<file path="src/pkg/hbc_pkg.sv">
// Shared constants and types for the dual bridge chopper
package hbc_pkg;
    localparam int CLK_MHZ = 125;
    localparam int PWM_FREQ_KHZ = 50;
    localparam int PWM_CYC = CLK_MHZ * 1000 / PWM_FREQ_KHZ;
    localparam int BLANK_TIME_NS = 3750;
    localparam int BLANK_CYC = (BLANK_TIME_NS * CLK_MHZ + 999) / 1000;
    localparam int DEAD_TIME_NS = 450;
    localparam int DEAD_CYC = (DEAD_TIME_NS * CLK_MHZ + 999) / 1000;
    localparam int WAKE_TIME_MS = 1;
    localparam int WAKE_CYC = WAKE_TIME_MS * CLK_MHZ * 1000;
    localparam int OCP_RETRY_US = 1350;
    localparam int OCP_RETRY_CYC = OCP_RETRY_US * CLK_MHZ;
    localparam int OCP_DEGLITCH_US = 4;
    localparam int OCP_DEGLITCH_CYC = OCP_DEGLITCH_US * CLK_MHZ;
    localparam int PWM_W = 12;
    localparam int BLANK_W = 9;
    localparam int DEAD_W = 6;
    localparam int LONG_W = 18;

    typedef enum logic [1:0] {HBC_OFF, HBC_HIGH, HBC_LOW} hbc_half_t;
    typedef enum logic [1:0] {HBC_SLEEP, HBC_WAKING, HBC_RUN} hbc_mode_t;

    typedef struct packed {
        hbc_half_t lvl;
        logic [DEAD_W-1:0] dead;
    } hbc_half_st_t;
endpackage

</file>
<file path="src/rtl/hbc_dead_stage.sv">
// One half-bridge output stage with dead time
`timescale 1ns/1ps
`default_nettype none
module hbc_dead_stage
    import hbc_pkg::*;
(
    input wire logic clock,
    input wire logic rst,
    input wire logic clear,
    input wire hbc_half_t target,
    output logic gate_high,
    output logic gate_low
);
    hbc_half_st_t s_q;
    hbc_half_st_t s_d;

    always_comb
    begin
        s_d = s_q;
        if (s_q.dead != '0)
        begin
            s_d.dead = s_q.dead - 1'b1;
        end
        if (target != s_q.lvl)
        begin
            if (s_q.lvl != HBC_OFF)
            begin
                s_d.lvl = HBC_OFF;
                s_d.dead = DEAD_W'(DEAD_CYC);
            end
            else if (s_q.dead == '0)
            begin
                s_d.lvl = target;
            end
        end
        if (clear)
        begin
            s_d = '0;
        end
    end

    always_ff @(posedge clock or posedge rst)
    begin
        if (rst)
        begin
            s_q <= '0;
        end
        else
        begin
            s_q <= s_d;
        end
    end

    assign gate_high = (s_q.lvl == HBC_HIGH);
    assign gate_low = (s_q.lvl == HBC_LOW);
endmodule
`default_nettype wire

</file>
<file path="src/rtl/hbc_top.sv">
// Dual H-bridge control with current chopping, sleep and retry
// Notes on behaviour
// Input pair selects coast, reverse, forward, brake
// Controller fast-decay PWM: other input low
// Controller slow-decay PWM: other input high
// Shared internal chop period at 50 kHz
// Sense trip stops drive until next period
// Sense ignored 3.75 us after drive starts
// Blanking sets minimum on-time per period
// Trip input is 200 mV comparator result
// After trip, both low sides on
// About 450 ns dead time between switches
// Bridges on within 1 ms of wake
// Sleep: outputs off, logic reset, inputs ignored
// Overcurrent disables bridge, alarm, then retries
// Per-bridge trip and blanking, period clears trip
`timescale 1ns/1ps
`default_nettype none
module hbc_top
    import hbc_pkg::*;
#(
    parameter int WAKE_CYCLES = WAKE_CYC,
    parameter int RETRY_CYCLES = OCP_RETRY_CYC
)
(
    input wire logic clock,
    input wire logic rst,
    input wire logic low_power_request_n,
    input wire logic bridge_a_ctrl_first,
    input wire logic bridge_a_ctrl_second,
    input wire logic bridge_b_ctrl_first,
    input wire logic bridge_b_ctrl_second,
    input wire logic bridge_a_winding_sense_trip,
    input wire logic bridge_b_winding_sense_trip,
    input wire logic bridge_a_overcurrent,
    input wire logic bridge_b_overcurrent,
    input wire logic protection_alarm_n_in,
    output logic protection_alarm_n_out,
    output logic protection_alarm_n_oe,
    output logic bridge_a_drive_first_high,
    output logic bridge_a_drive_first_low,
    output logic bridge_a_drive_second_high,
    output logic bridge_a_drive_second_low,
    output logic bridge_b_drive_first_high,
    output logic bridge_b_drive_first_low,
    output logic bridge_b_drive_second_high,
    output logic bridge_b_drive_second_low
);
    typedef struct packed {
        hbc_mode_t mode;
        logic [LONG_W-1:0] wake;
        logic [PWM_W-1:0] pwm;
        logic tick;
        logic [1:0] drv;
        logic [1:0] trip;
        logic [1:0] fault;
        logic [1:0][BLANK_W-1:0] blank;
        logic [1:0][BLANK_W-1:0] deg;
        logic [1:0][LONG_W-1:0] retry;
    } hbc_state_t;

    hbc_state_t s_q;
    hbc_state_t s_d;
    logic [1:0] c1;
    logic [1:0] c2;
    logic [1:0] sense;
    logic [1:0] oc;
    logic run;
    hbc_half_t tgt [4];
    logic [3:0] g_hi;
    logic [3:0] g_lo;

    function automatic hbc_half_t decode_first(logic a, logic b);
        hbc_half_t r;
        r = HBC_OFF;
        if (a && !b)
        begin
            r = HBC_HIGH;
        end
        else if (b)
        begin
            r = HBC_LOW;
        end
        return r;
    endfunction

    assign c1 = {bridge_b_ctrl_first, bridge_a_ctrl_first};
    assign c2 = {bridge_b_ctrl_second, bridge_a_ctrl_second};
    assign sense = {bridge_b_winding_sense_trip, bridge_a_winding_sense_trip};
    assign oc = {bridge_b_overcurrent, bridge_a_overcurrent};
    assign run = (s_q.mode == HBC_RUN) && low_power_request_n;

    always_comb
    begin
        s_d = s_q;
        s_d.tick = 1'b0;
        case (s_q.mode)
            HBC_SLEEP:
            begin
                s_d.mode = HBC_WAKING;
                s_d.wake = '0;
            end
            HBC_WAKING:
            begin
                s_d.wake = s_q.wake + 1'b1;
                if (s_q.wake == LONG_W'(WAKE_CYCLES - 1))
                begin
                    s_d.mode = HBC_RUN;
                end
            end
            HBC_RUN:
            begin
                if (s_q.pwm == PWM_W'(PWM_CYC - 1))
                begin
                    s_d.pwm = '0;
                    s_d.tick = 1'b1;
                end
                else
                begin
                    s_d.pwm = s_q.pwm + 1'b1;
                end
            end
            default:
            begin
                s_d.mode = HBC_SLEEP;
            end
        endcase
        for (int b = 0; b < 2; b++)
        begin
            s_d.drv[b] = run && !s_q.fault[b] && (c1[b] ^ c2[b])
                && !s_q.trip[b];
            if (s_d.drv[b] && !s_q.drv[b])
            begin
                s_d.blank[b] = BLANK_W'(BLANK_CYC);
            end
            else if (s_q.blank[b] != '0)
            begin
                s_d.blank[b] = s_q.blank[b] - 1'b1;
            end
            if (s_q.tick)
            begin
                s_d.trip[b] = 1'b0;
            end
            else if (s_q.drv[b] && s_q.blank[b] == '0 && sense[b])
            begin
                s_d.trip[b] = 1'b1;
            end
            if (s_q.fault[b])
            begin
                s_d.retry[b] = s_q.retry[b] + 1'b1;
                if (s_q.retry[b] == LONG_W'(RETRY_CYCLES - 1))
                begin
                    s_d.fault[b] = 1'b0;
                    s_d.retry[b] = '0;
                    s_d.deg[b] = '0;
                end
            end
            else if (oc[b] && run)
            begin
                s_d.deg[b] = s_q.deg[b] + 1'b1;
                if (s_q.deg[b] == BLANK_W'(OCP_DEGLITCH_CYC - 1))
                begin
                    s_d.fault[b] = 1'b1;
                end
            end
            else
            begin
                s_d.deg[b] = '0;
            end
        end
        if (!low_power_request_n)
        begin
            s_d = '0;
        end
    end

    always_ff @(posedge clock or posedge rst)
    begin
        if (rst)
        begin
            s_q <= '0;
        end
        else
        begin
            s_q <= s_d;
        end
    end

    always_comb
    begin
        for (int b = 0; b < 2; b++)
        begin
            tgt[2*b] = decode_first(c1[b], c2[b]);
            tgt[2*b+1] = decode_first(c2[b], c1[b]);
            if (s_q.trip[b] && (c1[b] ^ c2[b]))
            begin
                tgt[2*b] = HBC_LOW;
                tgt[2*b+1] = HBC_LOW;
            end
            if (!run || s_q.fault[b])
            begin
                tgt[2*b] = HBC_OFF;
                tgt[2*b+1] = HBC_OFF;
            end
        end
    end

    for (genvar i = 0; i < 4; i++)
    begin : g_stage
        hbc_dead_stage u_stage (
            .clock(clock),
            .rst(rst),
            .clear(!low_power_request_n),
            .target(tgt[i]),
            .gate_high(g_hi[i]),
            .gate_low(g_lo[i])
        );
    end

    assign bridge_a_drive_first_high = g_hi[0];
    assign bridge_a_drive_first_low = g_lo[0];
    assign bridge_a_drive_second_high = g_hi[1];
    assign bridge_a_drive_second_low = g_lo[1];
    assign bridge_b_drive_first_high = g_hi[2];
    assign bridge_b_drive_first_low = g_lo[2];
    assign bridge_b_drive_second_high = g_hi[3];
    assign bridge_b_drive_second_low = g_lo[3];
    assign protection_alarm_n_out = 1'b0;
    assign protection_alarm_n_oe = |s_q.fault;
endmodule
`default_nettype wire
</file>
<file path="config.mk">
export PLATFORM = sky130hd
export DESIGN_NAME = hbc_top
export DESIGN_NICKNAME = d
export VERILOG_FILES = /design/src/pkg/hbc_pkg.sv /design/src/rtl/hbc_dead_stage.sv /design/src/rtl/hbc_top.sv
export SDC_FILE = /design/constraint.sdc
export NUM_CORES = 1
export LEC_CHECK = 0
export ABC_AREA = 0
export BUFFER_PORTS_ARGS = -buffer_cell sky130_fd_sc_hd__buf_2
export CAP_MARGIN = 20
export CORE_MARGIN = 5
export CORE_UTILIZATION = 63
export CTS_BUF_LIST = sky130_fd_sc_hd__clkbuf_16
export CTS_CLUSTER_DIAMETER = 30
export DETAILED_ROUTE_END_ITERATION = 6
export GPL_TIMING_DRIVEN = 1
export PLACE_DENSITY = 0.82
export SLEW_MARGIN = 40
export SYNTH_ARGS = -nofsm -noshare
export SYNTH_HDL_FRONTEND = slang
export SYNTH_SLANG_ARGS = --single-unit
</file>
<file path="constraint.sdc">
create_clock -name clock -period 6.13 [get_ports clock]
set_clock_uncertainty 0.2 [all_clocks]
set_input_delay 0.3065 -clock clock [delete_from_list [all_inputs] [get_ports clock]]
set_output_delay 0.3065 -clock clock [all_outputs]
set_load 0.02 [all_outputs]
</file>
======== Word-level counts from Yosys, hierarchy flattened ========
Index checks and enable logic that the tools add are counted.
operators by class
  $add $sub $neg .......................... 12
  equal/unequal tests ..................... 40
  muxes and demuxes ....................... 69
  bitwise gates (word level) .............. 2
  reductions and logical operators ........ 57
operators with widths
  kind                   number
  $mux 111               1
  $mux 9                 10
  $mux 18                4
  $mux 8                 8
  $add 18x1->18 const B  3
  $mux 6                 8
  $eq 18x18->1 const B   2
  $pmux 18 s2            1
  $mux 2                 17
  $ne 3x1->1 const B     9
  $logic_not 6->1        4
  $reduce_bool 6->1      4
  $sub 6x1->6 const B    4
  $logic_and 1x1->1      21
  $add 9x1->9 const B    2
  $eq 18x17->1 const B   1
  $eq 9x9->1 const B     2
  $logic_not 9->1        2
  $reduce_bool 9->1      2
  $sub 9x1->9 const B    2
  $mux 4                 4
  $ne 2x1->1 const B     7
  $mux 1                 13
  $mux 13                1
  other kinds (17)       48
storage, ports and cells
  bits in registers ....................... 143
  input bits .............................. 12
  output and inout port bits .............. 10

======== Depth between registers and ports, before layout ========
  depth after elaboration ................. 9
  mapped depth ............................ 7
  mapped depth without buffers ............ 7

======== Modules after synthesis ========
From an unflattened synthesis, not the netlist that was laid out.
second synthesis, totals
  cell total of the unflattened synthesis .. 887
  area, all modules ....................... 7,966.4 µm²
modules (own cells, without submodules)
  module          instances  cells each  area each (µm²)  sequential area each (µm²)
  hbc_top         1          691         6,059.6          2,777.7
  hbc_dead_stage  4          49          476.7            200.2

======== Worst setup path before layout ========
Ideal clock, no wire load.
  kind .................................... flip-flop to flip-flop
  from .................................... register s_q[24] (netlist bit)
  to ...................................... register s_q[23] (netlist bit)
  library setup time ...................... 0.121 ns
  arrival ................................. 2.234 ns
  slack ................................... 3.575 ns
  stages on the path, launching flop included .. 6
  cell sequence ........................... dfrtp_1 > or4b_1 > or4_4 > o41a_4 > buf_6 > a22o_2
on the way
  cells in the longest elaborated chain, start to end .. 4
RTL lines
  item                    RTL line        RTL
  from (decl)             hbc_top.sv:62   hbc_state_t s_q;
  from (signal assigned)  hbc_top.sv:181  s_q <= '0;
  from (signal assigned)  hbc_top.sv:185  s_q <= s_d;
  $eq 18x18->1            hbc_top.sv:151  if (s_q.retry[b] == LONG_W'(RETRY_CYCLES - 1))
  $mux 18                 hbc_top.sv:151
  $mux 18                 hbc_top.sv:148  if (s_q.fault[b])
  $mux 111                hbc_top.sv:171  if (!low_power_request_n)
No other way between the ends. The select of a mux whose other input is x is not followed.
A chain may end at the register's enable or synchronous reset.

======== Final worst setup path ========
  from .................................... register s_q[24] (netlist bit)
  to ...................................... register s_q[26] (netlist bit)
on the way
  cells in the longest elaborated chain, start to end .. 4
  elaborated cells between the ends (all ways) .. 5
  classes of those cells .................. 1 x add/sub; 1 x eq/ne; 3 x mux
RTL lines
  item                                                  RTL line
  $add 18x1->18 / $eq 18x18->1 (equally long branches)  hbc_top.sv:150, hbc_top.sv:151
  $mux 18 *                                             hbc_top.sv:151
  $mux 18 *                                             hbc_top.sv:148
  $mux 111 *                                            hbc_top.sv:171
Mark *: on every way between the ends. The rest lies on a longest branch, timed or not. The select of a mux whose other input is x is not followed.

==> run summary <==
The flow ran to the end, and the final reports show no timing, DRC or antenna violations. Clock tree synthesis inserted a total of 17 buffers. The relative area change from synthesis to final layout is 10.0%.

The core outline area came out at 0.0125 mm^2. The slack of the worst reg-to-reg path is 3260 ps. The met1 capacity usage during global routing came out at 30.7%. TritonCTS built the clock tree. The mapped netlist covers 0.00795 mm^2. For met2 alone, demand over resource in global routing was 40.5%. The largest stage delay on the critical path is 800 ps. The met3 capacity usage during global routing is 4.61%. The slowest stage of the critical path is the sky130_fd_sc_hd__o41ai_4 cell. The clock passes through at most 2 buffers. The register bit total from synthesis is 143. Summing all non-filler instances in the final layout gives an area of 0.00874 mm^2. The worst IR drop on VDD came out at 0.000191 V.

The placed cell count is 1049. In the final routed layout, each cell accounts on average for 15.6 um. In this run, synthesis inferred 0 flip-flops with an integrated enable.

After clock tree synthesis, the flow added hold-fix buffers numbering 1. 0 antenna diodes ended up in the layout. The net count of the finished layout is 931.

The total overflow reported by the global router came out at 0. Summed over all cells, the static leakage comes to 0.00376 uW. The startpoint type of the worst setup path is a flip-flop. The wire length reported by the detailed router came out at 16900 um. The congestion estimate from routability-driven global placement came to 0.878. The post-synthesis sequential area ratio is 45.0%. For this run, the top clock speed supported by timing is 348 MHz. The post-CTS clock slew at the launch and capture registers of the worst setup and hold paths came out at 50 ps. The kind of end point of the critical path is a flip-flop. The clock latency of the later-clocked register in the worst-skew pair came out at 420 ps. The placed wire-length estimate is 11400 um. The remaining antenna violation count after routing is 0. The total via count in the routed design is 6670.

By instance count, the leading cell after synthesis is sky130_fd_sc_hd__dfrtp_1. For this run, the total global-route usage over all layers was measured as 24.0%. In this run, the number of DRC markers left after iteration 0 of detailed routing was 468.

The wire length of the first global-routing pass is 29300 um. The die area is 0.0150 mm^2. Power spread over the standard cell area amounts to 339 mW/mm^2. The worst flop-to-flop path endpoint is s_q[26]$_DFFE_PP0P_. The kind of critical path is reg2reg. The total of warnings raised by yosys is 0. The startpoint identified for the worst hold timing path is bridge_a_ctrl_second. At the pin with the least slew margin, the transition time is 834 ps. The count of input and output buffers came out at 19.

The capture endpoint of the worst hold path is s_q[76]$_DFF_PP0_. The number of nets in the synthesized netlist came out at 918. The via count of the first global-routing pass is 6483. Entering global routing, the biggest net connects 77 pins. The highest fanout seen on the critical path is 16. The count of non-filler cells in the finished layout is 1081. For this design the top-level I/O count stands at 22. The cell type with the largest total area after synthesis is sky130_fd_sc_hd__dfrtp_1. In the post-synthesis netlist, the biggest area contributors are sky130_fd_sc_hd__dfrtp_1 (45%), sky130_fd_sc_hd__nand2_1 (5.1%), sky130_fd_sc_hd__o21ai_0 (4.0%). The critical path goes through or4b_1, or4_4, o41ai_4, o21bai_1, a21o_1. The max-slew headroom at the worst pin is 43.6%.

The cell row count came out at 41. The worst path uses 46.8% of the clock period. In the routed design, unresolved DRC markers number 0. The fraction of post-synthesis cell area in the top cell type by area came out at 45.0%. The share of synthesized registers carrying an async set or reset came out at 100%. Cells with a size suffix above 1 make up 7.81% of the layout. In this run the cell area measured after placement is 0.00817 mm^2.

The cell depth of the worst hold path came out at 3. The initial antenna violation count is 0. Dividing the synthesized area by the synthesized cell count gives 8.99 um^2.

The die span in y is 122 um. For this design, the sink count on the clock tree is 143. For this configuration, the core starts out at a cell density of 63.5%.

The post-synthesis cell count came out at 884. The required time at the worst-slack endpoint is 6240 ps. The startpoint identified for the worst register-to-register timing path is s_q[24]$_DFFE_PP0P_. The first-pass detailed-route iteration total came out at 6. By count the netlist is led by sky130_fd_sc_hd__dfrtp_1 (143), sky130_fd_sc_hd__nand2_1 (107), sky130_fd_sc_hd__nor2_1 (82).

The worst hold path belongs to the class in2reg. The number of setup buffers added after CTS is 0. The number of vias per cell came out at 6.17.

The hold violation total from the final report is 0. The setup-violating endpoint count in the final report is 0. In this run the most used layer during global routing was met2. The count of final max-slew check failures is 0. The width of the die is 122 um.

The level count of the clock H-tree came out at 4. Max-cap violations in this run came to 0. The count of different cell masters after synthesis came out at 69.

The depth of the worst register-to-register path came out at 5. The setup total negative slack came out at 0 ps. CTS placed an instance of sky130_fd_sc_hd__clkbuf_16 at the clock tree root. In this run, post-CTS repair resized a total of 0 instances. Among all flip-flop cells after synthesis, the most frequent one is sky130_fd_sc_hd__dfrtp_1. The smallest clock period supported by the final layout is computed as 2870 ps.

The critical path arrival came out at 2980 ps. Setup repair after global routing left no endpoint under its margin.
-- worst max-delay path by stage --
stage	start	cells after the start	slack, ps	endpoint
after floorplan	rst	1	1790	g_stage[0].u_stage.s_q[0]$_DFF_PP0_
after global placement	low_power_request_n	7	2650	s_q[64]$_DFFE_PP0P_
after detailed placement	low_power_request_n	7	3130	s_q[64]$_DFFE_PP0P_
after CTS	s_q[24]$_DFFE_PP0P_	5	3280	s_q[26]$_DFFE_PP0P_
after global routing	s_q[24]$_DFFE_PP0P_	5	3160	s_q[26]$_DFFE_PP0P_
final	s_q[24]$_DFFE_PP0P_	5	3260	s_q[26]$_DFFE_PP0P_
-- power by group --
group	switching, uW	internal (uW)
clock network	370	581
logic	465	375
registers	105	1060
-- per-stage QoR --
stage          hold WS, ps  util (%)  setup slack [ps]  power, uW
6_report              37.6      69.8              3260       2960
5_1_grt               55.2      69.8              3160       3150
4_1_cts               25.0      69.7              3280       2970
3_5_place_dp           265      65.3              3130       2000
3_3_place_gp           253      65.2              2650       1930
2_1_floorplan          210         -              1790       1840
-- cell families after synthesis --
family | after synthesis | synth area share (%)
other | 1 | 0.0472
multiplexers | 3 | 0.394
flip-flops | 143 | 45.0
AND/OR/NAND/NOR | 407 | 26.1
buffers and inverters | 61 | 3.12
adder cells (fa/ha/maj) | 22 | 3.46
AO/OA/AOI/OAI | 204 | 17.1
XOR/XNOR | 43 | 4.74
-- sequential cells by signal (all words and copies together), names as in the netlist --
| register | flops |
|---|---|
| g_stage.u_stage.s_q | 32 |
| s_q | 111 |
-- cells in the final DEF (no fill, tap or decap), drive strengths merged, types with 9 or more instances in the layout --
master / count
nand3: 56
or3: 15
nor2: 82
o21a: 15
nand4: 23
clkbuf: 17
ha: 22
o21ai: 66
xor2: 18
and3: 10
nand2: 107
nor2b: 17
o311ai: 10
a21oi: 29
nor4: 10
inv: 36
nor3: 25
a31oi: 17
xnor2: 25
dfrtp: 143
nand2b: 10
buf: 22
a21boi: 13
and2: 9
-- layer usage --
metal | wire (um) | up-vias
met4 | 270 | 0
met2 | 8530 | 188
met1 | 7210 | 3248
met5 | 0 | -
li1 | - | 3209
met3 | 882 | 25
-- area by class of cell --
cell class              count  area [um^2]
fillers                   966         3780
well taps                 172          215
clock inverters            14          111
inverters                  32          125
multi-input cells         680         4150
clock buffers              17          425
flip-flops and latches    143         3580
repair buffers             23          131
-- worst max-delay path, delay by kind of cell (launching register included) --
family	cells	cell delay [ps]
compound gates	3	1160
flops	1	420
simple gates	2	990
Power figures use the tool's default switching activity.
